===== config.mk =====
export PLATFORM = sky130hd
export DESIGN_NAME = iser_top
export DESIGN_NICKNAME = d
export VERILOG_FILES = /design/src/core/iser_pkg.sv /design/src/core/iser_top.sv /design/src/core/iser_pick.sv
export SDC_FILE = /design/constraint.sdc
export NUM_CORES = 1
export LEC_CHECK = 0
export ABC_AREA = 1
export BUFFER_PORTS_ARGS = -buffer_cell sky130_fd_sc_hd__buf_2
export CAP_MARGIN = 20
export CORE_ASPECT_RATIO = 1.1
export CORE_MARGIN = 5
export CORE_UTILIZATION = 40
export DETAILED_ROUTE_END_ITERATION = 16
export PLACE_DENSITY_LB_ADDON = 0.25
export RECOVER_POWER = 25
export SLEW_MARGIN = 20
export SYNTH_ARGS = -nofsm -noshare
export SYNTH_HDL_FRONTEND = slang
export SYNTH_SLANG_ARGS = --single-unit

===== constraint.sdc =====
create_clock -name pclk -period 40.9 [get_ports pclk]
set_clock_uncertainty 0.2 [all_clocks]
set_input_delay 4.09 -clock pclk [delete_from_list [all_inputs] [get_ports pclk]]
set_output_delay 4.09 -clock pclk [all_outputs]
set_load 0.02 [all_outputs]

===== src/core/iser_pkg.sv =====
package iser_pkg;

  // ----------------------------------------------------------------
  // sizes
  // ----------------------------------------------------------------
  localparam int ISER_SRC_N = 32;
  localparam int ISER_IDX_W = 6;
  localparam int ISER_LVL_W = 3;
  localparam int ISER_SUB_W = 2;
  localparam int ISER_KEY_W = 5;
  localparam int ISER_ADDR_W = 8;
  localparam int ISER_PRIO_WORDS = 8;

  // ----------------------------------------------------------------
  // register offsets (each base owns base+0x0 .. base+0xC)
  // ----------------------------------------------------------------
  localparam logic [7:0] ISER_OFF_CONTROL = 8'h00;
  localparam logic [7:0] ISER_OFF_STATUS = 8'h10;
  localparam logic [7:0] ISER_OFF_RELOAD = 8'h20;
  localparam logic [7:0] ISER_OFF_FLAG = 8'h30;
  localparam logic [7:0] ISER_OFF_ENABLE = 8'h40;
  localparam logic [7:0] ISER_OFF_PRIO0 = 8'h50;
  localparam logic [7:0] ISER_OFF_PRIO7 = 8'hC0;
  localparam logic [7:0] ISER_OFF_EVT_STAT = 8'hD0;
  localparam logic [7:0] ISER_OFF_EVT_MASK = 8'hE0;

  // alias selected by address bits 3:2
  localparam logic [1:0] ISER_ALIAS_WR = 2'h0;
  localparam logic [1:0] ISER_ALIAS_CLR = 2'h1;
  localparam logic [1:0] ISER_ALIAS_SET = 2'h2;
  localparam logic [1:0] ISER_ALIAS_INV = 2'h3;

  // ----------------------------------------------------------------
  // field positions and implemented-bit masks
  // ----------------------------------------------------------------
  localparam int ISER_MULTI_POS = 12;
  localparam int ISER_THRESH_LSB = 8;
  localparam int ISER_LEVEL_LSB = 8;
  localparam int ISER_INDEX_LSB = 0;
  localparam int ISER_PRIO_STRIDE = 8;
  localparam int ISER_SUB_LSB = 0;
  localparam int ISER_GRP_LSB = 2;
  localparam int ISER_EVT_PRESENT = 0;
  localparam int ISER_EVT_PROX = 1;
  localparam logic [31:0] ISER_CONTROL_MASK = 32'h0000_1700;
  localparam logic [31:0] ISER_PRIO_MASK = 32'h1F1F_1F1F;
  localparam logic [31:0] ISER_EVT_MASK_BITS = 32'h0000_0003;
  localparam logic [31:0] ISER_ZERO = 32'h0000_0000;

  // reset values
  localparam logic [31:0] ISER_RST_WORD = 32'h0000_0000;

  // request presented to the cpu
  typedef struct packed {
    logic valid;
    logic [ISER_LVL_W-1:0] level;
    logic [ISER_IDX_W-1:0] index;
  } iser_cpu_req_t;

endpackage


===== src/core/iser_top.sv =====
`timescale 1ns/1ps
// Notes on behaviour
// - status shows level of latest presented interrupt
// - status shows source index being presented
// - unimplemented status bits always read zero
// - reload value loads proximity timer on trigger
// - flag bit one means request occurred
// - enable bit one enables its source
// - control bit selects multi or single handler
// - threshold starts timer at/below level; zero disables
// - per-source priority (zero disables), subpriority 0-3
// - clear, set, invert aliases at +4,+8,+C, except status and event status
module iser_top
  import iser_pkg::*;
(
  input wire logic pclk,
  input wire logic presetn,
  input wire logic psel,
  input wire logic penable,
  input wire logic pwrite,
  input wire logic [ISER_ADDR_W-1:0] paddr,
  input wire logic [31:0] pwdata,
  output logic [31:0] prdata_ff,
  output logic pready_ff,
  output logic pslverr_ff,
  input wire logic [ISER_SRC_N-1:0] src_req,
  output iser_cpu_req_t cpu_req_ff,
  output logic [ISER_IDX_W-1:0] cpu_handler_ff,
  output logic prox_expired_ff,
  output logic irq_ff
);

  // ----------------------------------------------------------------
  // state
  // ----------------------------------------------------------------
  // software-visible and sticky state, with next values
  logic [31:0] control_ff, nxt_control;
  logic [31:0] reload_ff, nxt_reload;
  logic [31:0] flag_ff, nxt_flag;
  logic [31:0] enable_ff, nxt_enable;
  logic [ISER_PRIO_WORDS-1:0][31:0] prio_ff, nxt_prio;
  logic [31:0] evt_stat_ff, nxt_evt_stat;
  logic [31:0] evt_mask_ff, nxt_evt_mask;
  logic [31:0] prox_cnt_ff, nxt_prox_cnt;
  logic [ISER_LVL_W-1:0] last_level_ff, nxt_last_level;
  logic [31:0] nxt_prdata;
  logic nxt_pready, nxt_pslverr;
  iser_cpu_req_t nxt_cpu_req;
  logic [ISER_IDX_W-1:0] nxt_cpu_handler;
  logic nxt_prox_expired, nxt_irq;

  // decode, selection and event helpers
  logic access, wr_en, rd_en, mapped;
  logic [1:0] alias_sel;
  logic [7:0] base;
  logic [ISER_SRC_N-1:0] eligible;
  logic [ISER_SRC_N-1:0][ISER_KEY_W-1:0] key;
  logic found;
  logic [ISER_IDX_W-1:0] best_idx;
  logic [ISER_KEY_W-1:0] best_key;
  logic multi_handler_select;
  logic [ISER_LVL_W-1:0] proximity_threshold_select;
  logic evt_present, evt_prox, prox_start;
  logic [31:0] status_word;

  // ----------------------------------------------------------------
  // bus decode
  // ----------------------------------------------------------------
  // one wait state: pready rises in the second access cycle
  // a write lands only at the edge that samples pready_ff high
  assign access = psel && penable && pready_ff;
  assign wr_en = access && pwrite;
  assign rd_en = access && !pwrite;
  assign alias_sel = paddr[3:2];
  assign base = {paddr[7:4], 4'h0};
  // unaligned words and blocks past the event mask are refused
  assign mapped = (paddr[1:0] == 2'h0) && (base <= ISER_OFF_EVT_MASK);

  // store, clear, set or toggle the implemented bits
  // the implemented-bit mask keeps reserved bits reading zero
  function automatic logic [31:0] apply_alias(
    input logic [31:0] old,
    input logic [31:0] wd,
    input logic [1:0] sel,
    input logic [31:0] impl
  );
    logic [31:0] res;
    res = old;
    unique case (sel)
      ISER_ALIAS_WR: res = wd;
      ISER_ALIAS_CLR: res = old & ~wd;
      ISER_ALIAS_SET: res = old | wd;
      ISER_ALIAS_INV: res = old ^ wd;
    endcase
    return res & impl;
  endfunction

  // ----------------------------------------------------------------
  // control fields
  // ----------------------------------------------------------------
  // handler mode and proximity threshold live in the control word
  assign multi_handler_select = control_ff[ISER_MULTI_POS];
  assign proximity_threshold_select = control_ff[ISER_THRESH_LSB +: ISER_LVL_W];

  // ----------------------------------------------------------------
  // source selection
  // ----------------------------------------------------------------
  // per-source key is group level above sublevel
  // a zero group level keeps a source out of the contest
  always_comb begin
    for (int i = 0; i < ISER_SRC_N; i++) begin
      key[i] = prio_ff[i / 4][(i % 4) * ISER_PRIO_STRIDE +: ISER_KEY_W];
      eligible[i] = flag_ff[i] && enable_ff[i] && (key[i][ISER_GRP_LSB +: ISER_LVL_W] != 3'h0);
    end
  end

  // scan in index order, so equal keys go to the lowest source
  iser_pick #(
    .N(ISER_SRC_N)
  ) u_pick (
    .eligible(eligible),
    .key(key),
    .found(found),
    .best_idx(best_idx),
    .best_key(best_key)
  );

  // ----------------------------------------------------------------
  // presentation, proximity timer and events
  // ----------------------------------------------------------------
  always_comb begin
    // nothing eligible shows as level zero, index zero
    nxt_cpu_req.valid = found;
    nxt_cpu_req.level = found ? best_key[ISER_GRP_LSB +: ISER_LVL_W] : 3'h0;
    nxt_cpu_req.index = found ? best_idx : 6'h00;
    // single-handler mode funnels every source into handler zero
    nxt_cpu_handler = multi_handler_select ? nxt_cpu_req.index : 6'h00;
    // a new presentation is a change of source, not of level
    evt_present = found && (!cpu_req_ff.valid || cpu_req_ff.index != best_idx);
    // latest presented level is held after the request goes away
    nxt_last_level = evt_present ? nxt_cpu_req.level : last_level_ff;
    prox_start = evt_present && (proximity_threshold_select != 3'h0) &&
                 (nxt_cpu_req.level <= proximity_threshold_select);
    // timer counts down once a cycle; a zero reload never expires
    evt_prox = 1'b0;
    nxt_prox_cnt = prox_cnt_ff;
    if (prox_start) begin
      nxt_prox_cnt = reload_ff;
    end else if (proximity_threshold_select == 3'h0) begin
      nxt_prox_cnt = ISER_ZERO;
    end else if (prox_cnt_ff != ISER_ZERO) begin
      nxt_prox_cnt = prox_cnt_ff - 32'h0000_0001;
      evt_prox = (prox_cnt_ff == 32'h0000_0001);
    end
    nxt_prox_expired = evt_prox;
  end

  // ----------------------------------------------------------------
  // status word
  // ----------------------------------------------------------------
  // bits 31:11 and 7:6 stay zero
  always_comb begin
    status_word = ISER_ZERO;
    // level from the held copy, index from the live request
    status_word[ISER_LEVEL_LSB +: ISER_LVL_W] = last_level_ff;
    // index is meaningful to software only in single-handler mode
    status_word[ISER_INDEX_LSB +: ISER_IDX_W] = cpu_req_ff.index;
  end

  // ----------------------------------------------------------------
  // register writes
  // ----------------------------------------------------------------
  always_comb begin
    nxt_control = control_ff;
    nxt_reload = reload_ff;
    nxt_flag = flag_ff;
    nxt_enable = enable_ff;
    nxt_prio = prio_ff;
    nxt_evt_stat = evt_stat_ff;
    nxt_evt_mask = evt_mask_ff;
    // status is read only: its base falls to the default arm and is dropped
    if (wr_en && mapped) begin
      unique case (base)
        ISER_OFF_CONTROL: nxt_control = apply_alias(control_ff, pwdata, alias_sel, ISER_CONTROL_MASK);
        ISER_OFF_RELOAD: nxt_reload = apply_alias(reload_ff, pwdata, alias_sel, 32'hFFFF_FFFF);
        ISER_OFF_FLAG: nxt_flag = apply_alias(flag_ff, pwdata, alias_sel, 32'hFFFF_FFFF);
        ISER_OFF_ENABLE: nxt_enable = apply_alias(enable_ff, pwdata, alias_sel, 32'hFFFF_FFFF);
        // event status clears by writing ones at its base only
        ISER_OFF_EVT_STAT: begin
          if (alias_sel == ISER_ALIAS_WR) begin
            nxt_evt_stat = evt_stat_ff & ~pwdata;
          end
        end
        ISER_OFF_EVT_MASK: nxt_evt_mask = apply_alias(evt_mask_ff, pwdata, alias_sel, ISER_EVT_MASK_BITS);
        default: begin
          // eight priority words, one block each
          if (base >= ISER_OFF_PRIO0 && base <= ISER_OFF_PRIO7) begin
            nxt_prio[3'(base[7:4] - 4'h5)] =
              apply_alias(prio_ff[3'(base[7:4] - 4'h5)], pwdata, alias_sel, ISER_PRIO_MASK);
          end
        end
      endcase
    end
    // a request arriving during a software clear is kept
    nxt_flag = nxt_flag | src_req;
    nxt_evt_stat[ISER_EVT_PRESENT] = nxt_evt_stat[ISER_EVT_PRESENT] | evt_present;
    nxt_evt_stat[ISER_EVT_PROX] = nxt_evt_stat[ISER_EVT_PROX] | evt_prox;
    // interrupt follows the event bits as they stand after this edge
    nxt_irq = |(nxt_evt_stat & evt_mask_ff);
  end

  // ----------------------------------------------------------------
  // bus answer
  // ----------------------------------------------------------------
  always_comb begin
    // answer only in the first access cycle, so it is a one-cycle pulse
    nxt_pready = psel && penable && !pready_ff;
    nxt_pslverr = nxt_pready && !mapped;
    // read data stay zero outside the answer, so no stale word shows
    nxt_prdata = ISER_ZERO;
    if (nxt_pready && !pwrite && mapped) begin
      unique case (base)
        ISER_OFF_CONTROL: nxt_prdata = control_ff;
        ISER_OFF_STATUS: nxt_prdata = status_word;
        ISER_OFF_RELOAD: nxt_prdata = reload_ff;
        ISER_OFF_FLAG: nxt_prdata = flag_ff;
        ISER_OFF_ENABLE: nxt_prdata = enable_ff;
        ISER_OFF_EVT_STAT: nxt_prdata = evt_stat_ff;
        ISER_OFF_EVT_MASK: nxt_prdata = evt_mask_ff;
        default: begin
          if (base >= ISER_OFF_PRIO0 && base <= ISER_OFF_PRIO7) begin
            nxt_prdata = prio_ff[3'(base[7:4] - 4'h5)];
          end
        end
      endcase
    end
  end

  // ----------------------------------------------------------------
  // registers
  // ----------------------------------------------------------------
  // configuration written by software, cleared on reset
  always_ff @(posedge pclk or negedge presetn) begin
    if (!presetn) begin
      control_ff <= ISER_RST_WORD;
      reload_ff <= ISER_RST_WORD;
      enable_ff <= ISER_RST_WORD;
      prio_ff <= '0;
      evt_mask_ff <= ISER_RST_WORD;
    end else begin
      control_ff <= nxt_control;
      reload_ff <= nxt_reload;
      enable_ff <= nxt_enable;
      prio_ff <= nxt_prio;
      evt_mask_ff <= nxt_evt_mask;
    end
  end

  // sticky flags, event status and the interrupt line
  always_ff @(posedge pclk or negedge presetn) begin
    if (!presetn) begin
      flag_ff <= ISER_RST_WORD;
      evt_stat_ff <= ISER_RST_WORD;
      irq_ff <= 1'b0;
    end else begin
      flag_ff <= nxt_flag;
      evt_stat_ff <= nxt_evt_stat;
      irq_ff <= nxt_irq;
    end
  end

  // presentation to the cpu and proximity timer
  always_ff @(posedge pclk or negedge presetn) begin
    if (!presetn) begin
      prox_cnt_ff <= ISER_RST_WORD;
      last_level_ff <= 3'h0;
      cpu_req_ff <= '0;
      cpu_handler_ff <= 6'h00;
      prox_expired_ff <= 1'b0;
    end else begin
      prox_cnt_ff <= nxt_prox_cnt;
      last_level_ff <= nxt_last_level;
      cpu_req_ff <= nxt_cpu_req;
      cpu_handler_ff <= nxt_cpu_handler;
      prox_expired_ff <= nxt_prox_expired;
    end
  end

  // bus answer, one cycle wide
  always_ff @(posedge pclk or negedge presetn) begin
    if (!presetn) begin
      prdata_ff <= ISER_RST_WORD;
      pready_ff <= 1'b0;
      pslverr_ff <= 1'b0;
    end else begin
      prdata_ff <= nxt_prdata;
      pready_ff <= nxt_pready;
      pslverr_ff <= nxt_pslverr;
    end
  end

endmodule


===== src/core/iser_pick.sv =====
`timescale 1ns/1ps
module iser_pick
  import iser_pkg::*;
#(
  parameter int N = ISER_SRC_N
) (
  input wire logic [N-1:0] eligible,
  input wire logic [N-1:0][ISER_KEY_W-1:0] key,
  output logic found,
  output logic [ISER_IDX_W-1:0] best_idx,
  output logic [ISER_KEY_W-1:0] best_key
);

  // ----------------------------------------------------------------
  // highest key wins, lowest index breaks a tie
  // ----------------------------------------------------------------
  always_comb begin
    found = 1'b0;
    best_idx = '0;
    best_key = '0;
    for (int i = 0; i < N; i++) begin
      if (eligible[i] && (!found || key[i] > best_key)) begin
        found = 1'b1;
        best_idx = ISER_IDX_W'(i);
        best_key = key[i];
      end
    end
  end

endmodule


# Word level (Yosys, flattened, before mapping)

Index checks and enable logic that the tools add are counted.

Bits in registers: 477
Input port bits: 77
Output and inout bits: 52
Logic and storage cells: 448

$add $sub $neg: 2
Magnitude comparators: 37
Eq/ne operators: 11
Mux-type cells: 126
Bitwise logic cells: 25
Reductions and logical operators: 222

Operators with widths:

| kind                  | count |
|---|---|
| $mux W32              | 12 |
| $pmux W32 S4          | 3 |
| $bwmux W256           | 1 |
| $mux W5               | 48 |
| $pmux W32 S7          | 1 |
| $gt A5 B5 Y1          | 31 |
| $and A32 B32 Y32      | 4 |
| $or A32 B32 Y32       | 4 |
| $pmux W29 S4          | 1 |
| $logic_and A1 B1 Y1   | 109 |
| $reduce_bool A3 Y1    | 34 |
| $bmux W32 S3          | 1 |
| $demux W32 S3         | 1 |
| $xor A32 B32 Y32      | 3 |
| $mux W29              | 3 |
| $pmux W13 S4          | 1 |
| $mux W1               | 36 |
| $logic_not A1 Y1      | 35 |
| $and A32 B2 Y32       | 1 |
| $eq A32 B1 Y1 const B | 1 |
| $logic_or A1 B1 Y1    | 32 |
| $mux W4               | 8 |
| $not A32 Y32          | 1 |
| $reduce_bool A32 Y1   | 1 |
| other kinds (36)      | 51 |

# Logic depth before layout (Yosys ltp)

Depth in word-level cells: 136
Depth in mapped cells: 349

# Cells and area by module

Synthesis repeated with hierarchy kept, for this count alone.

Cells, all modules: 4365
Area total of the unflattened synthesis: 30544.3 um2

By module, submodules not included:

| module    | instances | cells an instance | area each (um2) | sequential area each (um2) |
|---|---|---|---|---|
| iser_top  | 1         | 3092              | 23709.0         | 9534.1 |
| iser_pick | 1         | 1273              | 6835.3          | 0.0 |

# Worst setup path before layout

Ideal clock, no wire load.

Path type: register to register
Start: register flag_ff[0]
End: register prox_cnt_ff[0]
Library setup time: 0.124 ns
Data arrival time: 36.151 ns
Data required time: 40.576 ns
Slack: 4.425 ns
Cell stages (with the launch flop): 341
Period minus slack after synthesis: 36.475 ns
Cell sequence: dfrtp_1 -> nand2_1 -> inv_2 -> nand2_2 -> nor2_1 -> inv_1 -> ha_1 -> nand2_1 -> nor2_1 -> nand2_1 -> nand3_1 -> nand2_1 -> nand2_2 -> nand2_2 -> o21ai_0 -> ha_1 -> nand2_1 -> inv_1 -> [305 not listed] -> nand4_1 -> o221ai_1 -> o21ai_0 -> nand2_1 -> nand2_1 -> inv_1 -> nand2_1 -> nand2_1 -> inv_1 -> ha_1 -> a21oi_1 -> a32oi_1 -> nor2_1 -> nand3_4 -> buf_12 -> buf_12 -> nand3_1 -> nand3_1

RTL lines:

| element                | RTL line        | RTL |
|---|---|---|
| start, declared        | iser_top.sv:39  | `logic [31:0] flag_ff, nxt_flag;` |
| start signal, assigned | iser_top.sv:266 | `flag_ff <= nxt_flag;` |
| end signal, assigned   | iser_top.sv:281 | `prox_cnt_ff <= nxt_prox_cnt;` |
| end, declared          | iser_top.sv:44  | `logic [31:0] prox_cnt_ff, nxt_prox_cnt;` |

==> metrics.md <==
| Metric | Value |
|---|---|
| Layout cells sized above 1 | `13.6%` |
| Final non-filler cell total | `4940` |
| # H-tree levels | `2` |
| Hold Buf Count CTS | `0` |
| Asr flop ratio synth | `100%` |
| Multi-input logic area | `17800 µm²` |
| Vias in the first global route | `25620` |
| Final setup fails | `0` |
| Port-buffer cells | `126` |
| Setup TNS | `0 ns` |
| DP Cell Count | `4832` |
| FMAX | `26.7 MHz` |
| Flop2flop setup slack | `3.44 ns` |
| Core area | `74200 µm²` |
| # IOs | `129` |
| CP max-delay cell | `dfrtp_1` |
| CTS buffer count | `46` |
| Min-delay worst type | `register to register` |
| Max Fanout on Critical Path | `16` |
| Pre-Repair DR Iteration Count | `9` |
| Cells after synthesis | `3863` |
| Worst R2R Path Depth | `305` |
| Status | `complete, but fails checks` |
| Post-Synthesis Cell Area | `29800 µm²` |
| Seq/Total Area, Yosys | `31.8%` |
| Ys flop type | `dfrtp_1` |
| Tot GR Track Use | `26.9%` |
| Layout area overhead | `11.4%` |
| Worst min-delay path startpoint | `evt_stat_ff[9]` |
| Final Util | `44.7%` |
| CP Class | `register to register` |
| Initial DRC Count | `2734` |
| Hpwl dp | `82.0 mm` |
| CTS tree | `yes` |
| CP Data Required Time | `41.19 ns` |
| Clock root buffer master | `clkbuf_16` |
| CP peak stage delay | `0.38 ns` |
| Fin crit share | `91.6%` |
| Initial Utilization | `40.1%` |
| Max-cap violations | `4` |
| Mean Syn Cell Area | `7.71 µm²` |
| Fill count | `7434` |
| Synth Warn # | `0` |
| Synth top area cells | `dfrtp_1 32%, ha_1 16%, nand2_1 9.1%` |
| Failing checks | `capacitance limit, slew limit` |
| Crit end category | `register` |
| Detail Route Antenna Nets | `0` |
| GR Overflow Total | `0` |
| Antenna violations before repair | `2` |
| Clock transition at path regs | `0.06 ns` |
| Sequential standard cell area | `9480 µm²` |
| R2r endpoint | `prox_cnt_ff[4]` |
| Worst Max-Slew Pin Slew | `8.40 ns` |
| Area leader, netlist | `dfrtp_1` |
| CP most frequent cell | `nand2_1` |
| RD Place Congestion | `1.02` |
| DRC | `0` |
| Die X | `270 µm` |
| Vias | `27749` |
| Final hold vios | `0` |
| CTS Sinks | `379` |
| Maximum root-to-sink buffer count | `3` |
| Num rows | `105` |
| First-pass GRT wire length | `165 mm` |
| Largest net degree at the start of global routing | `155` |
| DIE HEIGHT | `296 µm` |
| Crit path DAT | `37.75 ns` |
| Synth cell types | `63` |
| Max_slew headroom | `-460%` |
| Flops & latches, synth | `379` |
| CP Launch Type | `register` |
| Average wire per standard cell | `22.7 µm` |
| Hold EP | `evt_stat_ff[9]` |
| Slew Viols, Final | `386` |
| WHS | `0.298 ns` |
| Routed vias/inst | `5.62` |
| WHS Path Cells | `2` |
| Tmin final | `37.46 ns` |
| Number of enable flip-flop cells after synthesis | `0` |
| Full die area | `80100 µm²` |
| Yosys top cell area share | `31.8%` |
| Final wirelength | `112 mm` |
| Clock Latency Late Sink | `0.62 ns` |
| Final #Nets | `4403` |
| Critical register-to-register path startpoint | `flag_ff[0]` |
[routing by layer]
metal,up-vias,global-route usage (%),routed length (µm)
met5,-,0,15
met1,13307,36.0,47800
met4,2,11.0,5280
li1,13215,-,-
met3,218,3.84,7530
met2,1007,44.2,51600
[metrics by stage]
step | instance area (µm²) | setup slack [ns]
5_1_grt | 33200 | -0.214
3_3_place_gp | 31100 | -0.446
3_5_place_dp | 31100 | -0.705
4_1_cts | 32700 | 0.0143
6_report | 33200 | 3.44
2_1_floorplan | 29800 | 4.42
[area by class of cell]
type                       instances  area share (%)
clock inverter                    13           0.456
tap                              963            3.63
sequential                       379            28.6
multi-input combinational       2781            53.7
timing repair buffer             182            3.28
clock buffer                      70            4.14
antenna                            1         0.00754
inverter                         551            6.24
[state kept, by name, summed over array words and instances (netlist names), 9 cells and up]
register     flops
reload_ff       32
flag_ff         32
evt_stat_ff     32
key            160
cpu_req_ff       9
prox_cnt_ff     32
prdata_ff       32
enable_ff       32
[worst max path at each step]
stage	from	end	slack (ns)	cells after the start
3_5_place_dp	flag_ff[0]	prox_cnt_ff[7]	-0.70	298
4_1_cts	flag_ff[0]	prox_cnt_ff[7]	0.01	297
5_1_grt	flag_ff[0]	prox_cnt_ff[30]	-0.21	316
2_1_floorplan	flag_ff[0]	prox_cnt_ff[0]	4.42	340
3_3_place_gp	flag_ff[0]	prox_cnt_ff[0]	-0.45	296
6_report	flag_ff[0]	prox_cnt_ff[4]	3.44	305
[what timing repair did]
item	4_1_cts	5_1_grt
pin swaps	1	28
endpoints found under the setup margin	35	52
hold endpoints to repair	0	0
gates resized for setup	8	146
setup buffers	4	15
gates cloned	1	4
[worst max-delay path, delay by kind of cell, from the launching register on]
kind	cells	cell delay (ns)
AO/OA/AOI/OAI	54	7.26
AND/OR/NAND/NOR	198	17.72
adder cells (fa/ha/maj)	32	9.88
buffers and inverters	21	1.79
flip-flops	1	0.38
[layout by cell type (no fill, tap or decap), types with 27 or more instances in the layout]
master,n
a21oi_1,80
buf_4,50
clkbuf_16,48
nand3_1,172
a31oi_1,31
nand2_2,61
ha_1,384
a311oi_1,27
nor2_2,51
o21ai_1,66
o21ai_0,285
o22ai_1,107
o21ai_2,30
buf_2,125
nor2_1,334
dfrtp_1,379
nand2_4,32
nand2_1,694
nand3_2,30
a221oi_1,70
inv_1,525
[cell families (layout without fill, tap and decap cells)]
| logic type | Yosys count | count (layout) | synth area share (%) |
|---|---|---|---|
| simple gates | 1472 | 1476 | 21.5 |
| compound gates | 870 | 870 | 18.9 |
| buf+inv | 708 | 816 | 9.98 |
| fa+ha+maj | 385 | 385 | 16.2 |
| flops | 379 | 379 | 31.8 |
| mux | 26 | 26 | 0.983 |
| xor+xnor | 22 | 22 | 0.647 |
| other cells | 1 | 3 | 0.0126 |
[cell usage after synthesis (all sizes together) (2+ instances only)]
| cell type | count |
|---|---|
| inv | 541 |
| nand3 | 203 |
| a211oi | 4 |
| a2111oi | 16 |
| xnor2 | 8 |
| nand4 | 26 |
| o211ai | 15 |
| buf | 31 |
| a211o | 26 |
| a221oi | 70 |
| a31oi | 31 |
| o2111ai | 26 |
| o221ai | 6 |
| a221o | 2 |
| or2 | 17 |
| dfrtp | 379 |
| a311oi | 29 |
| nor2 | 390 |
| o21ai | 381 |
| a22oi | 16 |
| xor2 | 14 |
| a32oi | 2 |
| a41oi | 7 |
| nand2 | 784 |
| clkinv | 10 |
| nor3b | 2 |
| a2111o | 20 |
| nor4 | 4 |
| nor3 | 26 |
| or3 | 2 |
| nand3b | 17 |
| o21bai | 23 |
| mux2 | 26 |
| o22ai | 107 |
| a21oi | 87 |
| ha | 385 |
| clkbuf | 125 |
Power is left out: the tool's default activity adds up to more than one toggle a clock period on the data nets, which glitch-free logic cannot reach.
